==> src/hdl/bus_ctrl_defs.vh <==
// Purpose: constants for the bus control register block
// Assumes: 32-bit axi4-lite register bus, 20 MHz clock
// Notes: offsets are byte addresses
`ifndef BUS_CTRL_DEFS_VH
`define BUS_CTRL_DEFS_VH
`define OFS_BUS_CONTROL_ONE 4'h0
`define OFS_BUS_STATUS 4'h4
`define BIT_DMA_BURST_PRIORITY 16
`define BIT_ADDR_FLOAT 15
`define BIT_STROBE_FLOAT 14
`define POS_AREA0_BURST 11
`define POS_AREA5_BURST 8
`define POS_AREA6_BURST 5
`define BIT_MUXED_IF 17
`define BIT_PCCARD_IF 0
`define BUS_CONTROL_ONE_WRITE_MASK 32'h0003ffe1
`define BUS_CONTROL_ONE_RESET 32'h00000000
`define BURST_SRAM 3'h0
`define BURST_4 3'h1
`define BURST_8 3'h2
`define BURST_16 3'h3
`define BURST_32 3'h4
`define RESP_OKAY 2'h0
`define RESP_SLVERR 2'h2
`define GRANT_NONE 4'h0
`define GRANT_RELEASE 4'h1
`define GRANT_REFRESH 4'h2
`define GRANT_DMA 4'h4
`define GRANT_CPU 4'h8
`endif

==> src/hdl/burst_decode.v <==
// Purpose: decode one area burst field into access style and burst length
// Assumes: field and muxed flag come from registers on the same clock
// Notes: reserved codes and muxed areas fall back to plain access
`timescale 1ns/1ps
`include "bus_ctrl_defs.vh"
module burst_decode (
   input wire [2:0] i_sel,
   input wire i_muxed,
   output reg o_burst,
   output reg [5:0] o_len,
   output reg o_reserved
);
   always @* begin
      o_burst = 1'b0;
      o_len = 6'h01;
      o_reserved = 1'b0;
      if (!i_muxed) begin
         case (i_sel)
            `BURST_SRAM: o_len = 6'h01;
            `BURST_4: begin
               o_burst = 1'b1;
               o_len = 6'h04;
            end
            `BURST_8: begin
               o_burst = 1'b1;
               o_len = 6'h08;
            end
            `BURST_16: begin
               o_burst = 1'b1;
               o_len = 6'h10;
            end
            `BURST_32: begin
               o_burst = 1'b1;
               o_len = 6'h20;
            end
            default: o_reserved = 1'b1;
         endcase
      end
   end
endmodule // burst_decode

==> src/hdl/pin_sync.v <==
// Purpose: three-stage synchroniser with agreement filter
// Assumes: asynchronous input level
// Notes: output changes once stages two and three agree
`timescale 1ns/1ps
module pin_sync (
   input wire i_clk,
   input wire i_nrst,
   input wire i_pin,
   output reg o_level
);
   reg s1;
   reg s2;
   reg s3;
   always @(posedge i_clk or negedge i_nrst) begin
      if (!i_nrst) begin
         s1 <= 1'b0;
         s2 <= 1'b0;
         s3 <= 1'b0;
         o_level <= 1'b0;
      end else begin
         s1 <= i_pin;
         s2 <= s1;
         s3 <= s2;
         if (s2 == s3) begin
            o_level <= s3;
         end
      end
   end
endmodule // pin_sync

==> src/hdl/bus_ctrl_burst_hiz_cfg.v <==
// Purpose: bus control register one: dma burst priority, pin float control,
//          area 0/5/6 burst selection, bus arbitration and pin enables
// Assumes: axi4-lite slave, 20 MHz clock, power-on reset on i_nrst
// Notes: output enables are active low (low = pin driven)
`timescale 1ns/1ps
`include "bus_ctrl_defs.vh"
module bus_ctrl_burst_hiz_cfg (
   input wire i_clk,
   input wire i_nrst,
   input wire [3:0] i_awaddr,
   input wire i_awvalid,
   output reg o_awready,
   input wire [31:0] i_wdata,
   input wire [3:0] i_wstrb,
   input wire i_wvalid,
   output reg o_wready,
   output reg [1:0] o_bresp,
   output reg o_bvalid,
   input wire i_bready,
   input wire [3:0] i_araddr,
   input wire i_arvalid,
   output reg o_arready,
   output reg [31:0] o_rdata,
   output reg [1:0] o_rresp,
   output reg o_rvalid,
   input wire i_rready,
   input wire i_area0_muxed,
   input wire i_standby,
   input wire i_ext_bus_req,
   input wire i_refresh_req,
   input wire i_dma_req,
   input wire i_dma_burst_active,
   input wire i_cpu_req,
   output reg [3:0] o_grant,
   output reg o_bus_released,
   output reg o_addr_group_oe_n,
   output reg o_strobe_group_oe_n,
   output reg o_area0_burst,
   output reg [5:0] o_area0_len,
   output reg o_area5_burst,
   output reg [5:0] o_area5_len,
   output reg o_area6_burst,
   output reg [5:0] o_area6_len
);
   // ***********************************************
   // register
   // ***********************************************
   reg [31:0] bus_control_one;
   wire dma_burst_priority = bus_control_one[`BIT_DMA_BURST_PRIORITY];
   wire addr_group_float_ctl = bus_control_one[`BIT_ADDR_FLOAT];
   wire strobe_group_float_ctl = bus_control_one[`BIT_STROBE_FLOAT];
   wire [2:0] area0_burst_sel = bus_control_one[`POS_AREA0_BURST+2:`POS_AREA0_BURST];
   wire [2:0] area5_burst_sel = bus_control_one[`POS_AREA5_BURST+2:`POS_AREA5_BURST];
   wire [2:0] area6_burst_sel = bus_control_one[`POS_AREA6_BURST+2:`POS_AREA6_BURST];
   wire muxed_addr_data_if = bus_control_one[`BIT_MUXED_IF];
   wire pccard_if = bus_control_one[`BIT_PCCARD_IF];
   wire standby_sync;
   // standby comes from another domain, so it is filtered first
   pin_sync u_standby_sync (
      .i_clk(i_clk),
      .i_nrst(i_nrst),
      .i_pin(i_standby),
      .o_level(standby_sync)
   );
   // ***********************************************
   // axi4-lite write channel
   // ***********************************************
   reg aw_held;
   reg w_held;
   reg [3:0] aw_addr;
   reg [31:0] w_data;
   reg [3:0] w_strb;
   wire aw_take = i_awvalid && o_awready;
   wire w_take = i_wvalid && o_wready;
   wire have_aw = aw_held || aw_take;
   wire have_w = w_held || w_take;
   wire [3:0] wr_addr = aw_held ? aw_addr : i_awaddr;
   wire [31:0] wr_data = w_held ? w_data : i_wdata;
   wire [3:0] wr_strb = w_held ? w_strb : i_wstrb;
   // aw and w may arrive in either order; each is held until both are in
   // a new write waits for the previous response to be taken
   wire do_write = have_aw && have_w && !o_bvalid;
   reg [31:0] byte_mask;
   reg [31:0] next_bus_control_one;
   integer k;
   // only writable bits under enabled byte lanes change
   always @* begin
      byte_mask = 32'h00000000;
      for (k = 0; k < 4; k = k + 1) begin
         byte_mask[k*8 +: 8] = {8{wr_strb[k]}};
      end
      next_bus_control_one = (bus_control_one & ~(byte_mask & `BUS_CONTROL_ONE_WRITE_MASK)) |
         (wr_data & byte_mask & `BUS_CONTROL_ONE_WRITE_MASK);
   end
   // ***********************************************
   // write address decode
   // ***********************************************
   reg wr_hits_ctrl;
   reg [1:0] next_bresp;
   always @* begin
      wr_hits_ctrl = 1'b0;
      next_bresp = `RESP_OKAY;
      if (wr_addr == `OFS_BUS_CONTROL_ONE) begin
         wr_hits_ctrl = 1'b1;
      end else if (wr_addr == `OFS_BUS_STATUS) begin
         // status is read only; writes are accepted and dropped
         next_bresp = `RESP_OKAY;
      end else begin
         next_bresp = `RESP_SLVERR;
      end
   end
   always @(posedge i_clk or negedge i_nrst) begin
      if (!i_nrst) begin
         bus_control_one <= `BUS_CONTROL_ONE_RESET;
         o_awready <= 1'b1;
         o_wready <= 1'b1;
         aw_held <= 1'b0;
         w_held <= 1'b0;
         aw_addr <= 4'h0;
         w_data <= 32'h00000000;
         w_strb <= 4'h0;
         o_bvalid <= 1'b0;
         o_bresp <= `RESP_OKAY;
      end else begin
         if (o_bvalid && i_bready) begin
            o_bvalid <= 1'b0;
            o_awready <= 1'b1;
            o_wready <= 1'b1;
         end
         if (do_write) begin
            aw_held <= 1'b0;
            w_held <= 1'b0;
            o_awready <= 1'b0;
            o_wready <= 1'b0;
            o_bvalid <= 1'b1;
            o_bresp <= next_bresp;
            if (wr_hits_ctrl) begin
               bus_control_one <= next_bus_control_one;
            end
         end else begin
            if (aw_take) begin
               aw_held <= 1'b1;
               aw_addr <= i_awaddr;
               o_awready <= 1'b0;
            end
            if (w_take) begin
               w_held <= 1'b1;
               w_data <= i_wdata;
               w_strb <= i_wstrb;
               o_wready <= 1'b0;
            end
         end
      end
   end
   // ***********************************************
   // axi4-lite read channel
   // ***********************************************
   // status word: released, standby, grant, len-32 flags, area 0 muxed
   wire [31:0] status_word = {22'h000000, o_bus_released, standby_sync, o_grant, o_area6_len[5],
      o_area5_len[5], o_area0_len[5], i_area0_muxed};
   reg [31:0] next_rdata;
   reg [1:0] next_rresp;
   always @* begin
      next_rdata = 32'h00000000;
      next_rresp = `RESP_OKAY;
      if (i_araddr == `OFS_BUS_CONTROL_ONE) begin
         next_rdata = bus_control_one;
      end else if (i_araddr == `OFS_BUS_STATUS) begin
         next_rdata = status_word;
      end else begin
         next_rresp = `RESP_SLVERR;
      end
   end
   always @(posedge i_clk or negedge i_nrst) begin
      if (!i_nrst) begin
         o_arready <= 1'b1;
         o_rvalid <= 1'b0;
         o_rdata <= 32'h00000000;
         o_rresp <= `RESP_OKAY;
      end else begin
         if (o_rvalid && i_rready) begin
            o_rvalid <= 1'b0;
            o_arready <= 1'b1;
         end
         if (i_arvalid && o_arready) begin
            o_arready <= 1'b0;
            o_rvalid <= 1'b1;
            o_rdata <= next_rdata;
            o_rresp <= next_rresp;
         end
      end
   end
   // ***********************************************
   // burst selection per area
   // ***********************************************
   wire a0_burst;
   wire a5_burst;
   wire a6_burst;
   wire [5:0] a0_len;
   wire [5:0] a5_len;
   wire [5:0] a6_len;
   // pc-card selection overrides the muxed setting for areas 5 and 6
   wire area56_muxed = muxed_addr_data_if && !pccard_if;
   burst_decode u_area0 (
      .i_sel(area0_burst_sel),
      .i_muxed(i_area0_muxed),
      .o_burst(a0_burst),
      .o_len(a0_len),
      .o_reserved()
   );
   burst_decode u_area5 (
      .i_sel(area5_burst_sel),
      .i_muxed(area56_muxed),
      .o_burst(a5_burst),
      .o_len(a5_len),
      .o_reserved()
   );
   burst_decode u_area6 (
      .i_sel(area6_burst_sel),
      .i_muxed(area56_muxed),
      .o_burst(a6_burst),
      .o_len(a6_len),
      .o_reserved()
   );
   // ***********************************************
   // arbitration and pin float control
   // ***********************************************
   reg [3:0] next_grant;
   always @* begin
      next_grant = `GRANT_NONE;
      // with priority on and a burst under way, release and refresh wait
      if (dma_burst_priority && i_dma_burst_active) begin
         if (i_dma_req) begin
            next_grant = `GRANT_DMA;
         end else if (i_cpu_req) begin
            next_grant = `GRANT_CPU;
         end
      end else if (i_ext_bus_req) begin
         next_grant = `GRANT_RELEASE;
      end else if (i_refresh_req) begin
         next_grant = `GRANT_REFRESH;
      end else if (i_dma_req) begin
         next_grant = `GRANT_DMA;
      end else if (i_cpu_req) begin
         next_grant = `GRANT_CPU;
      end
   end
   wire next_released = (next_grant == `GRANT_RELEASE);
   // ***********************************************
   // pin float decisions
   // ***********************************************
   // address group floats on release regardless of its control bit
   wire next_addr_oe_n = next_released || (standby_sync && !addr_group_float_ctl);
   // strobe group is held driven in both cases when its control bit is set
   wire next_strobe_oe_n = !strobe_group_float_ctl && (next_released || standby_sync);
   always @(posedge i_clk or negedge i_nrst) begin
      if (!i_nrst) begin
         o_grant <= `GRANT_NONE;
         o_bus_released <= 1'b0;
         o_addr_group_oe_n <= 1'b0;
         o_strobe_group_oe_n <= 1'b0;
         o_area0_burst <= 1'b0;
         o_area0_len <= 6'h01;
         o_area5_burst <= 1'b0;
         o_area5_len <= 6'h01;
         o_area6_burst <= 1'b0;
         o_area6_len <= 6'h01;
      end else begin
         o_grant <= next_grant;
         o_bus_released <= next_released;
         o_addr_group_oe_n <= next_addr_oe_n;
         o_strobe_group_oe_n <= next_strobe_oe_n;
         o_area0_burst <= a0_burst;
         o_area0_len <= a0_len;
         o_area5_burst <= a5_burst;
         o_area5_len <= a5_len;
         o_area6_burst <= a6_burst;
         o_area6_len <= a6_len;
      end
   end
endmodule // bus_ctrl_burst_hiz_cfg

==> config.mk <==
export PLATFORM = sky130hd
export DESIGN_NAME = bus_ctrl_burst_hiz_cfg
export DESIGN_NICKNAME = d
export VERILOG_FILES = /design/src/hdl/burst_decode.v /design/src/hdl/pin_sync.v /design/src/hdl/bus_ctrl_burst_hiz_cfg.v
export VERILOG_INCLUDE_DIRS = /design/src /design/src/hdl
export SDC_FILE = /design/constraint.sdc
export NUM_CORES = 1
export LEC_CHECK = 0
export ABC_AREA = 1
export BUFFER_PORTS_ARGS = -buffer_cell sky130_fd_sc_hd__buf_4
export CAP_MARGIN = 5
export CORE_MARGIN = 4
export CORE_UTILIZATION = 25
export DETAILED_ROUTE_END_ITERATION = 8
export GPL_ROUTABILITY_DRIVEN = 1
export GPL_TIMING_DRIVEN = 0
export SLEW_MARGIN = 20
export SYNTH_ARGS = -nofsm -noshare
export SYNTH_HDL_FRONTEND = slang
export SYNTH_HIERARCHICAL = 1
export SYNTH_SLANG_ARGS = --single-unit
export TNS_END_PERCENT = 1
==> constraint.sdc <==
create_clock -name i_clk -period 1.8 [get_ports i_clk]
set_input_delay 0.45 -clock i_clk [delete_from_list [all_inputs] [get_ports i_clk]]
set_output_delay 0.45 -clock i_clk [all_outputs]
set_load 0.02 [all_outputs]
## Word-level counts from Yosys, hierarchy flattened

Cells that the tools add are included.

| cells by class | value |
|---|---|
| equal/unequal tests | 16 |
| reductions and logical operators | 33 |
| bitwise gates (word level) | 5 |
| multiplexer cells | 42 |

Operators with widths:

| cell | number |
|---|---|
| $pmux W6 S4 | 3 |
| $and A32 B32 Y32 | 1 |
| $mux W32 | 1 |
| $not A18 Y32 | 1 |
| $or A32 B18 Y32 | 1 |
| $mux W4 | 6 |
| $mux W1 | 22 |
| $and A18 B18 Y18 | 1 |
| $eq A3 B2 Y1 const B | 6 |
| $mux W18 | 1 |
| $mux W6 | 3 |
| $reduce_or A4 Y1 | 3 |
| $logic_and A1 B1 Y1 | 11 |
| $mux W10 | 1 |
| $eq A3 B1 Y1 const B | 3 |
| $eq A3 B3 Y1 const B | 3 |
| $eq A4 B3 Y1 const B | 2 |
| $logic_not A4 Y1 | 2 |
| $mux W2 | 4 |
| $reduce_bool A2 Y1 | 4 |
| $reduce_and A2 Y1 | 3 |
| $reduce_bool A3 Y1 | 2 |
| $eq A4 B1 Y1 const B | 1 |
| $logic_not A1 Y1 | 4 |
| 4 further kinds | 7 |

| word-level totals | value |
|---|---|
| logic and storage cells | 124 |
| output and inout port bits | 69 |
| input bits | 58 |
| bits in registers | 132 |

## Longest topological paths before layout

Gate-level depths: netlist of run 1.

| logic depth | value |
|---|---|
| word-level depth | 8 |
| mapped depth | 8 |
| depth with buffers taken out | 8 |

## By module

The synthesis of run 1 kept the hierarchy.

By module, submodules not included:

| module | area each (sq um) | seq. area each (sq um) | times used | cells each |
|---|---|---|---|---|
| bus_ctrl_burst_hiz_cfg | 3749.8 | 2259.7 | 1 | 404 |
| burst_decode | 100.1 | 0.0 | 3 | 21 |
| pin_sync | 116.4 | 100.1 | 1 | 8 |

## Least setup slack after synthesis of run 1

OpenSTA, ideal clock, no wires.

| path | value |
|---|---|
| kind | register -> register |
| from | register o_awready |
| to | register with a tool-made name |
| data arrival time | 1.307 ns |
| library setup time | 0.117 ns |
| data required time | 1.683 ns |
| buffers on the path | 1 |
| stages on the path, launching flop included | 9 |
| setup slack | 0.376 ns |
| clock period less this slack | 1.424 ns |
| cell sequence | dfstp_2 > nand2_1 > nand2_2 > nand2_2 > nor2_2 > buf_6 > nand4_4 > nand2_1 > nand2_1 |

RTL lines:

| element | line | RTL |
|---|---|---|
| start: declaration | bus_ctrl_burst_hiz_cfg.v:12 | `output reg o_awready,` |
| start signal: assignment | bus_ctrl_burst_hiz_cfg.v:115 | `o_awready <= 1'b1;` |
| start signal: assignment | bus_ctrl_burst_hiz_cfg.v:127 | `o_awready <= 1'b1;` |
| start signal: assignment | bus_ctrl_burst_hiz_cfg.v:133 | `o_awready <= 1'b0;` |

## Final worst setup path of run 1

| path | value |
|---|---|
| from | register o_arready |
| to | register o_rdata[5] |

| between the ends | value |
|---|---|
| longest elaborated chain between the ends | 1 |

RTL lines:

| element | line | RTL |
|---|---|---|
| start: declaration | bus_ctrl_burst_hiz_cfg.v:22 | `output reg o_arready,` |
| start signal: assignment | bus_ctrl_burst_hiz_cfg.v:176 | `o_arready <= 1'b1;` |
| start signal: assignment | bus_ctrl_burst_hiz_cfg.v:183 | `o_arready <= 1'b1;` |
| start signal: assignment | bus_ctrl_burst_hiz_cfg.v:186 | `o_arready <= 1'b0;` |
| $logic_and A1 B1 Y1 | bus_ctrl_burst_hiz_cfg.v:185 | `if (i_arvalid && o_arready) begin` |
| end signal: assignment | bus_ctrl_burst_hiz_cfg.v:188 | `o_rdata <= next_rdata;` |
| end: declaration | bus_ctrl_burst_hiz_cfg.v:23 | `output reg [31:0] o_rdata,` |

Every way passes these cells.
A chain may end at the register's enable or synchronous reset.

==> results of run 1 <==
[routing by layer]
layer / wire length [µm] / vias up
li1: - / 1681
met1: 4990 / 1447
met2: 4450 / 82
met3: 555 / 13
met4: 214 / 0
met5: 0 / -
[final cells by class]
type                            instances  area [µm²]  share of cell area, %
Sequential cell                        94        2360                   43.3
Clock inverter                          4        47.5                  0.872
Clock buffer                           12         236                   4.34
Inverter                               72         270                   4.96
Tap cell                              216         270                   4.96
Timing Repair Buffer                   91         687                   12.6
Multi-Input combinational cell        288        1340                   24.6
Buffer                                 33         238                   4.36
[critical path, cell delays in order, from the launching register on]
cell      delay (ns)
dfstp_2         0.54
nand2_1         0.08
inv_1           0.12
nand4_1         0.24
clkbuf_1        0.31
o211ai_1        0.22
[power groups by stage]
stage | registers (mW) | logic (mW) | clock network [mW]
finish | 3.04 | 2.42 | 1.87
global route | 3.10 | 2.74 | 2.01
CTS | 3.05 | 2.47 | 1.94
detailed placement | 3.08 | 2.46 | 0
global placement | 3.07 | 2.42 | 0
floorplan | 3.24 | 1.41 | 0
[final timing paths]
kind	from	endpoint	slack, ns
min reg2reg	u_standby_sync/s1	u_standby_sync/s2	0.35
max reg2reg	o_arready	o_rdata[5]	0.20
min	i_nrst	o_rdata[12]	0.19
min in group i_clk	i_standby	u_standby_sync/s1	0.21
max	o_arready	o_rdata[5]	0.20
max in group asynchronous	i_nrst	o_bvalid	1.01
==> metrics.txt, run 1 <==
# TYPE chip_impl_metric gauge
chip_impl_metric{name="seq_power_share",unit="%"} 41.5
chip_impl_metric{name="detailed_place.area",unit="mm²"} 0.00517
chip_impl_metric{name="cts_resized",unit=""} 0
chip_impl_metric{name="synth-warning-count",unit=""} 6
chip_impl_metric{name="total_power_of_the_final_layout",unit="mW"} 7.32
chip_impl_metric{name="clock-skew-final",unit="ns"} 0.00552
chip_impl_metric{name="drive_gt1_share",unit="%"} 27.9
chip_impl_metric{name="worstPathMaxFanout",unit=""} 10
chip_impl_metric{name="drt-wirelength-per-cell",unit="µm"} 12.6
chip_impl_metric{name="slew_headroom",unit="%"} 42.0
chip_impl_info{name="rsz0062_at_grt",value="no"} 1
chip_impl_metric{name="internal_power",unit="mW"} 4.66
chip_impl_metric{name="fp.dieH",unit="µm"} 137
chip_impl_metric{name="holdBufCountCts",unit=""} 0
chip_impl_metric{name="finalWorstSetupSlack",unit="ns"} 0.205
chip_impl_metric{name="met3_track_demand_over_resource",unit="%"} 1.95
chip_impl_metric{name="floorplan.initialDensity",unit="%"} 25.9
chip_impl_metric{name="synth.avg_cell_area",unit="µm²"} 8.80
chip_impl_metric{name="ant_nets",unit=""} 0
chip_impl_metric{name="netSwitchingFraction",unit="%"} 36.4
chip_impl_metric{name="first_iter_violations",unit=""} 198
chip_impl_metric{name="final_area",unit="mm²"} 0.00545
chip_impl_info{name="layout.cells.most_common",value="nand2_1"} 1
chip_impl_metric{name="maxCapViolations",unit=""} 0
chip_impl_metric{name="power.density_cell_area",unit="mW/mm²"} 1340
chip_impl_info{name="grt_most_used_layer",value="met2"} 1
chip_impl_metric{name="die-area",unit="mm²"} 0.0187
chip_impl_metric{name="postSynthCellCount",unit=""} 472
chip_impl_metric{name="core_area",unit="mm²"} 0.0161
chip_impl_metric{name="pre_cts_ws",unit="ns"} 0.0633
chip_impl_metric{name="via_per_inst",unit=""} 3.98
chip_impl_metric{name="grt_max_degree",unit=""} 95
chip_impl_metric{name="worst_pin_slew",unit="ns"} 0.870
chip_impl_metric{name="clock_buffers_created_by_tritoncts",unit=""} 9
chip_impl_metric{name="ctsLongestPathBuffers",unit=""} 2
chip_impl_metric{name="pin_count",unit=""} 127
chip_impl_info{name="tritoncts",value="done"} 1
chip_impl_metric{name="cts-htree-levels",unit=""} 3
chip_impl_metric{name="floorplan.die.width",unit="µm"} 137
chip_impl_metric{name="routabilityCongestion",unit=""} 0.766
chip_impl_info{name="clk_root_buffer_cell",value="clkbuf_16"} 1
chip_impl_metric{name="max-vdd-ir-drop",unit="mV"} 0.531
chip_impl_metric{name="grt_pass1_vias",unit=""} 3089
chip_impl_metric{name="cts.reportedPaths.clkPinSlew",unit="ns"} 0.06
chip_impl_metric{name="num_antenna_cells",unit=""} 0
chip_impl_metric{name="maxSlewViolCount",unit=""} 0
chip_impl_metric{name="worst_ep_arrival_time",unit="ns"} 1.85
chip_impl_metric{name="utilization",unit="%"} 34.0
chip_impl_info{name="layout.cells.most_common_list",value="124 x nand2_1, 110 x buf_4, 88 x dfrtp_1"} 1
chip_impl_info{name="timing.critical_path.from_type",value="flop"} 1
chip_impl_metric{name="fin_nets",unit=""} 647
chip_impl_metric{name="clkSinkCount",unit=""} 94
chip_impl_metric{name="share_comb_of_total_power",unit="%"} 33.1
chip_impl_info{name="crit_end_category",value="flop"} 1
chip_impl_metric{name="upper_clock_frequency_limit",unit="MHz"} 627
chip_impl_info{name="status",value="finished, final reports clean"} 1
chip_impl_metric{name="required",unit="ns"} 2.06
chip_impl_metric{name="synthesis.area",unit="mm²"} 0.00416
chip_impl_metric{name="postCtsSetupRepairBufs",unit=""} 0
chip_impl_metric{name="report.final.setup_viol",unit=""} 0
chip_impl_metric{name="filler_cell_count",unit=""} 1691
chip_impl_metric{name="pwr-share-clk",unit="%"} 25.5
chip_impl_metric{name="grt_overflow_total",unit=""} 0
chip_impl_metric{name="remaining_drcs",unit=""} 0
chip_impl_metric{name="place.detailed.instances",unit=""} 794
chip_impl_metric{name="timing.final.crit_share",unit="%"} 88.6
chip_impl_metric{name="final_cells",unit=""} 810
chip_impl_info{name="timing.setup.critical_path_class",value="reg2reg"} 1
chip_impl_metric{name="finalHoldViolCount",unit=""} 0
chip_impl_metric{name="timing.hold.ws",unit="ns"} 0.187
chip_impl_metric{name="syn2layout_area_growth",unit="%"} 31.2
chip_impl_metric{name="antenna_found_initial",unit=""} 0
chip_impl_metric{name="grt_pass1_wl",unit="mm"} 16.2
chip_impl_metric{name="final.setup.tns",unit="ns"} 0
chip_impl_metric{name="track_usage",unit="%"} 11.2
chip_impl_info{name="hold_path.class",value="in2async"} 1
chip_impl_metric{name="portBuffers",unit=""} 91
chip_impl_metric{name="drt-pass1-iter-count",unit=""} 4
chip_impl_metric{name="gr-usage-met1",unit="%"} 15.9
chip_impl_metric{name="p_leak",unit="nW"} 2.83
chip_impl_metric{name="p_sw",unit="mW"} 2.67
chip_impl_metric{name="grt_use_met2",unit="%"} 16.4
chip_impl_metric{name="routed_wl",unit="mm"} 10.2
chip_impl_metric{name="fin_crit",unit="ns"} 1.60
chip_impl_metric{name="clk_latency",unit="ns"} 0.34
chip_impl_metric{name="vias",unit=""} 3223
chip_impl_metric{name="place.detailed.hpwl",unit="mm"} 7.62
chip_impl_metric{name="rr_worst_depth",unit=""} 5
chip_impl_metric{name="core.rowCount",unit=""} 46
Power figures use the tool's default switching activity.
==> run 2: changes to the inputs <==
clock period = 1.7 ns   (was 1.8 ns; I/O delays follow)
==> metrics.txt, run 2 (synthesis gave the netlist of run 1 again) <==
# TYPE chip_impl_metric gauge
chip_impl_metric{name="netSwitchingFraction",unit="%"} 36.4
chip_impl_metric{name="floorplan.initialDensity",unit="%"} 25.9
chip_impl_metric{name="routabilityCongestion",unit=""} 0.766
chip_impl_metric{name="p_leak",unit="nW"} 2.83
chip_impl_metric{name="ctsLongestPathBuffers",unit=""} 2
chip_impl_metric{name="first_iter_violations",unit=""} 200
chip_impl_metric{name="gr-usage-met1",unit="%"} 15.9
chip_impl_info{name="crit_end_category",value="flop"} 1
chip_impl_info{name="tritoncts",value="done"} 1
chip_impl_metric{name="timing.final.crit_share",unit="%"} 88.0
chip_impl_metric{name="drive_gt1_share",unit="%"} 28.1
chip_impl_metric{name="detailed_place.area",unit="mm²"} 0.00517
chip_impl_metric{name="internal_power",unit="mW"} 4.93
chip_impl_metric{name="core_area",unit="mm²"} 0.0161
chip_impl_metric{name="crit_path_max_incr_delay",unit="ns"} 0.54
chip_impl_metric{name="timing.hold.ws",unit="ns"} 0.163
chip_impl_metric{name="timing.critical_path.buf_inv",unit=""} 2
chip_impl_metric{name="grt_use_met2",unit="%"} 16.4
chip_impl_metric{name="num_antenna_cells",unit=""} 0
chip_impl_metric{name="core.rowCount",unit=""} 46
chip_impl_metric{name="grt_overflow_total",unit=""} 0
chip_impl_info{name="layout.cells.most_common",value="nand2_1"} 1
chip_impl_info{name="clk_root_buffer_cell",value="clkbuf_16"} 1
chip_impl_info{name="layout.cells.most_common_list",value="124 x nand2_1, 110 x buf_4, 88 x dfrtp_1"} 1
chip_impl_metric{name="track_usage",unit="%"} 11.2
chip_impl_metric{name="required",unit="ns"} 1.96
chip_impl_metric{name="p_sw",unit="mW"} 2.83
chip_impl_metric{name="worst_pin_slew",unit="ns"} 0.871
chip_impl_metric{name="postCtsSetupRepairBufs",unit=""} 0
chip_impl_metric{name="power.density_cell_area",unit="mW/mm²"} 1420
chip_impl_metric{name="fin_crit",unit="ns"} 1.50
chip_impl_metric{name="clock-skew-final",unit="ns"} 0.00550
chip_impl_metric{name="clk_latency",unit="ns"} 0.34
chip_impl_metric{name="clock_buffers_created_by_tritoncts",unit=""} 9
chip_impl_metric{name="vias",unit=""} 3229
chip_impl_metric{name="grt_max_degree",unit=""} 95
chip_impl_metric{name="drt-pass1-iter-count",unit=""} 4
chip_impl_info{name="rsz0062_at_grt",value="no"} 1
chip_impl_metric{name="cts_resized",unit=""} 0
chip_impl_metric{name="drt-wirelength-per-cell",unit="µm"} 12.6
chip_impl_info{name="hold_path.class",value="in2async"} 1
chip_impl_metric{name="cts-htree-levels",unit=""} 3
chip_impl_metric{name="place.detailed.hpwl",unit="mm"} 7.62
chip_impl_metric{name="slew_headroom",unit="%"} 41.9
chip_impl_metric{name="syn2layout_area_growth",unit="%"} 31.3
chip_impl_metric{name="finalHoldViolCount",unit=""} 0
chip_impl_metric{name="worst_ep_arrival_time",unit="ns"} 1.76
chip_impl_metric{name="worstPathMaxFanout",unit=""} 10
chip_impl_metric{name="holdBufCountCts",unit=""} 0
chip_impl_metric{name="floorplan.die.width",unit="µm"} 137
chip_impl_metric{name="grt_pass1_wl",unit="mm"} 16.2
chip_impl_info{name="crit_family",value="flip-flops"} 1
chip_impl_metric{name="maxSlewViolCount",unit=""} 0
chip_impl_info{name="grt_most_used_layer",value="met2"} 1
chip_impl_metric{name="met3_track_demand_over_resource",unit="%"} 1.95
chip_impl_info{name="timing.setup.critical_path_class",value="reg2reg"} 1
chip_impl_metric{name="pwr-share-clk",unit="%"} 25.5
chip_impl_info{name="path_cells",value="nand2_1 -> inv_1 -> nand4_1 -> buf_2 -> o211ai_1"} 1
chip_impl_metric{name="die-area",unit="mm²"} 0.0187
chip_impl_metric{name="fin_nets",unit=""} 647
chip_impl_metric{name="maxCapViolations",unit=""} 0
chip_impl_metric{name="seq_power_share",unit="%"} 41.5
chip_impl_metric{name="remaining_drcs",unit=""} 0
chip_impl_metric{name="max-vdd-ir-drop",unit="mV"} 0.562
chip_impl_metric{name="routed_wl",unit="mm"} 10.2
chip_impl_metric{name="clkSinkCount",unit=""} 94
chip_impl_info{name="status",value="finished, final reports clean"} 1
chip_impl_metric{name="grt_pass1_vias",unit=""} 3089
chip_impl_metric{name="final_area",unit="mm²"} 0.00545
chip_impl_metric{name="ant_nets",unit=""} 0
chip_impl_info{name="timing.critical_path.slowest_stage_cell",value="dfstp_2"} 1
chip_impl_metric{name="cts.reportedPaths.clkPinSlew",unit="ns"} 0.06
chip_impl_info{name="timing.critical_path.from_type",value="flop"} 1
chip_impl_metric{name="portBuffers",unit=""} 91
chip_impl_metric{name="fp.dieH",unit="µm"} 137
chip_impl_metric{name="report.final.setup_viol",unit=""} 0
chip_impl_metric{name="upper_clock_frequency_limit",unit="MHz"} 668
chip_impl_metric{name="share_comb_of_total_power",unit="%"} 33.1
chip_impl_metric{name="via_per_inst",unit=""} 3.99
chip_impl_metric{name="antenna_found_initial",unit=""} 0
chip_impl_metric{name="pin_count",unit=""} 127
## run 2: cell types whose count changed in the layout (fill, tap and decap cells not counted)
| cell | delta |
|---|---|
| buf_2 | +1 |
| clkbuf_1 | -1 |
## run 2: power groups by stage
| stage | logic (mW) | registers (mW) | clock network, mW |
|---|---|---|---|
| global route | 2.91 | 3.28 | 2.12 |
| finish | 2.57 | 3.22 | 1.97 |
| floorplan | 1.50 | 3.43 | 0 |
| global placement | 2.57 | 3.25 | 0 |
| CTS | 2.62 | 3.22 | 2.05 |
| detailed placement | 2.61 | 3.26 | 0 |
## run 2: area by class of cell
class,count,area (µm²)
well taps,216,270
clock inverters,4,47.5
repair buffers,91,687
inverters,72,270
clock buffers,12,236
fillers,1691,10600
plain buffers,33,239
flip-flops and latches,94,2360
multi-input cells,288,1340
## run 2: path summary, 6_finish.rpt
kind	start	endpoint	cells past startpoint	slack, ns
worst max-delay path	o_arready	o_rdata[5]	5	0.20
max in group asynchronous	i_nrst	o_bvalid	1	0.94
worst min register to register	u_standby_sync/s1	u_standby_sync/s2	0	0.35
worst min-delay path	i_nrst	o_rdata[12]	1	0.16
worst max register to register	o_arready	o_rdata[5]	5	0.20
min in group i_clk	i_standby	u_standby_sync/s1	1	0.18
## run 2: layer usage
| metal | part of all wire, % | vias to the layer above |
|---|---|---|
| met5 | 0 | - |
| met4 | 2.1 | 0 |
| met3 | 5.4 | 13 |
| met2 | 44 | 82 |
| met1 | 49 | 1453 |
| li1 | - | 1681 |
## run 2: stage by stage
stage	util, %	setup TNS (ns)	setup WS, ns	power [mW]	std cells
global placement	32.2	0	0.0218	5.82	794
floorplan	-	0	0.276	4.93	487
global route	34.0	0	0.000921	8.31	810
finish	34.0	0	0.204	7.76	810
detailed placement	32.2	-0.0144	-0.0117	5.87	794
CTS	34.0	0	0.0725	7.89	810
==> run 3: changes to the inputs <==
--- a/config.mk
+++ b/config.mk
@@ -10,3 +10,3 @@
 export BUFFER_PORTS_ARGS = -buffer_cell sky130_fd_sc_hd__buf_4
-export CAP_MARGIN = 5
+export CAP_MARGIN = 25
 export CORE_MARGIN = 4
==> constraint.sdc (replaced) <==
create_clock -name i_clk -period 1.7 [get_ports i_clk]
set_input_delay 0.17 -clock i_clk [delete_from_list [all_inputs] [get_ports i_clk]]
set_output_delay 0.17 -clock i_clk [all_outputs]
set_load 0.02 [all_outputs]
==> metrics.txt, run 3 (synthesis gave the netlist of run 1 again) <==
# TYPE chip_impl_metric gauge
chip_impl_info{name="status",value="finished, final reports clean"} 1
chip_impl_metric{name="postCtsSetupRepairBufs",unit=""} 0
chip_impl_metric{name="via_per_inst",unit=""} 3.97
chip_impl_metric{name="syn2layout_area_growth",unit="%"} 32.0
chip_impl_metric{name="p_leak",unit="nW"} 2.85
chip_impl_metric{name="portBuffers",unit=""} 91
chip_impl_metric{name="filler_cell_count",unit=""} 1689
chip_impl_metric{name="drt-wirelength-per-cell",unit="µm"} 12.6
chip_impl_info{name="rsz0062_at_grt",value="no"} 1
chip_impl_metric{name="worstPathMaxFanout",unit=""} 10
chip_impl_metric{name="finalHoldViolCount",unit=""} 0
chip_impl_metric{name="final.setup.tns",unit="ns"} 0
chip_impl_metric{name="ctsLongestPathBuffers",unit=""} 2
chip_impl_info{name="layout.cells.most_common",value="nand2_1"} 1
chip_impl_metric{name="fin_crit",unit="ns"} 1.51
chip_impl_metric{name="crit_path_max_incr_delay",unit="ns"} 0.54
chip_impl_metric{name="floorplan.die.width",unit="µm"} 137
chip_impl_info{name="timing.critical_path.from_type",value="flop"} 1
chip_impl_metric{name="finalWorstSetupSlack",unit="ns"} 0.192
chip_impl_metric{name="floorplan.initialDensity",unit="%"} 25.9
chip_impl_metric{name="num_antenna_cells",unit=""} 0
chip_impl_metric{name="drt-pass1-iter-count",unit=""} 4
chip_impl_metric{name="required",unit="ns"} 1.96
chip_impl_metric{name="timing.final.crit_share",unit="%"} 88.7
chip_impl_metric{name="worst_ep_arrival_time",unit="ns"} 1.77
chip_impl_metric{name="cts-htree-levels",unit=""} 3
chip_impl_metric{name="power.density_cell_area",unit="mW/mm²"} 1420
chip_impl_metric{name="cts.reportedPaths.clkPinSlew",unit="ns"} 0.06
chip_impl_metric{name="first_iter_violations",unit=""} 232
chip_impl_info{name="hold_path.class",value="in2reg"} 1
chip_impl_metric{name="place.detailed.hpwl",unit="mm"} 7.62
chip_impl_metric{name="clock_buffers_created_by_tritoncts",unit=""} 9
chip_impl_metric{name="maxCapViolations",unit=""} 0
chip_impl_metric{name="slew_headroom",unit="%"} 41.9
chip_impl_metric{name="grt_pass1_vias",unit=""} 3101
chip_impl_metric{name="fin_nets",unit=""} 650
chip_impl_metric{name="remaining_drcs",unit=""} 0
chip_impl_info{name="layout.cells.most_common_list",value="124 x nand2_1, 110 x buf_4, 88 x dfrtp_1"} 1
chip_impl_info{name="tritoncts",value="done"} 1
chip_impl_metric{name="clk_latency",unit="ns"} 0.34
chip_impl_metric{name="clkSinkCount",unit=""} 94
chip_impl_info{name="timing.critical_path.slowest_stage_cell",value="dfstp_2"} 1
chip_impl_metric{name="ant_nets",unit=""} 0
chip_impl_metric{name="drive_gt1_share",unit="%"} 28.0
chip_impl_metric{name="clock-skew-final",unit="ns"} 0.00546
chip_impl_metric{name="grt_max_degree",unit=""} 95
chip_impl_metric{name="timing.hold.ws",unit="ns"} 0.0180
chip_impl_info{name="path_cells",value="nand2_1 -> inv_1 -> nand4_1 -> buf_2 -> o211ai_1"} 1
chip_impl_metric{name="grt_pass1_wl",unit="mm"} 16.2
chip_impl_metric{name="routed_wl",unit="mm"} 10.2
chip_impl_info{name="timing.setup.critical_path_class",value="reg2reg"} 1
chip_impl_metric{name="worst_pin_slew",unit="ns"} 0.872
chip_impl_metric{name="core_area",unit="mm²"} 0.0161
chip_impl_metric{name="die-area",unit="mm²"} 0.0187
chip_impl_metric{name="max-vdd-ir-drop",unit="mV"} 0.562
chip_impl_metric{name="routabilityCongestion",unit=""} 0.766
chip_impl_metric{name="core.rowCount",unit=""} 46
chip_impl_metric{name="pin_count",unit=""} 127
chip_impl_metric{name="track_usage",unit="%"} 11.2
chip_impl_metric{name="vias",unit=""} 3230
chip_impl_metric{name="upper_clock_frequency_limit",unit="MHz"} 663
chip_impl_metric{name="maxSlewViolCount",unit=""} 0
chip_impl_info{name="clk_root_buffer_cell",value="clkbuf_16"} 1
chip_impl_metric{name="antenna_found_initial",unit=""} 0
chip_impl_metric{name="fp.dieH",unit="µm"} 137
chip_impl_metric{name="grt_overflow_total",unit=""} 0
chip_impl_metric{name="report.final.setup_viol",unit=""} 0
chip_impl_metric{name="pre_cts_ws",unit="ns"} 0.0987
chip_impl_info{name="crit_end_category",value="flop"} 1
==> run 3: changes by cell type in the layout (fill, tap and decap cells not counted), sizes merged <==
| cell | delta |
|---|---|
| dlygate4sd3 | +3 |
==> run 3: stage by stage <==
stage	instances	util, %	instance area [µm²]	power, mW
after floorplan	487	-	4210	4.93
after global placement	794	32.2	5160	5.82
after detailed placement	794	32.2	5170	5.87
after CTS	813	34.1	5480	7.90
after global routing	813	34.2	5480	8.32
final	813	34.2	5480	7.76
==> run 3: timing repair <==
| action | in CTS | in global routing |
|---|---|---|
| endpoints found under the setup margin | 0 | 10 |
| resized for setup | 0 | 3 |
| hold endpoints to repair | 90 | 0 |
| hold buffers | 3 | 0 |
==> run 3: path summary, 6_finish.rpt <==
check                                   from                 to  slack [ns]  cells after the start
setup / recovery                   o_arready         o_rdata[5]        0.19                      5
hold / removal                      i_bready           o_bvalid        0.02                      2
setup reg to reg                   o_arready         o_rdata[5]        0.19                      5
hold reg to reg            u_standby_sync/s1  u_standby_sync/s2        0.35                      0
max in group asynchronous             i_nrst           o_bvalid        0.62                      2
min in group asynchronous             i_nrst        o_rdata[12]        0.48                      2
==> run 3: cell type report <==
cell class / count / area, µm² / area share, %
Buffer: 33 / 239 / 4.36
Sequential cell: 94 / 2360 / 43.0
Tap cell: 216 / 270 / 4.93
Timing Repair Buffer: 94 / 717 / 13.1
Multi-Input combinational cell: 288 / 1340 / 24.5
Inverter: 72 / 270 / 4.93
Clock inverter: 4 / 47.5 / 0.867
Clock buffer: 12 / 236 / 4.31
==> run 3: per-layer routing <==
| layer | vias to the layer above | share of wire, % | GRT usage [%] | wire length (µm) |
|---|---|---|---|---|
| met1 | 1448 | 49 | 15.9 | 5010 |
| li1 | 1687 | - | - | - |
| met2 | 82 | 44 | 16.5 | 4470 |
| met5 | - | 0 | 0 | 0 |
| met3 | 13 | 5.4 | 1.95 | 551 |
| met4 | 0 | 2.1 | 5.32 | 214 |
==> run 3: worst max-delay path: cells and delay by family (launching register included) <==
| family | cells | cell delay, ns |
|---|---|---|
| compound gates | 1 | 0.17 |
| buf+inv | 2 | 0.40 |
| flops | 1 | 0.54 |
| simple gates | 2 | 0.32 |
==> run 3: power by group <==
group / leakage [nW] / internal [mW] / total, mW / switching [mW]
Combinational: 1.50 / 0.964 / 2.57 / 1.61
Sequential: 1.21 / 2.83 / 3.22 / 0.381
Clock: 0.137 / 1.14 / 1.97 / 0.838
Total: 2.85 / 4.94 / 7.76 / 2.83
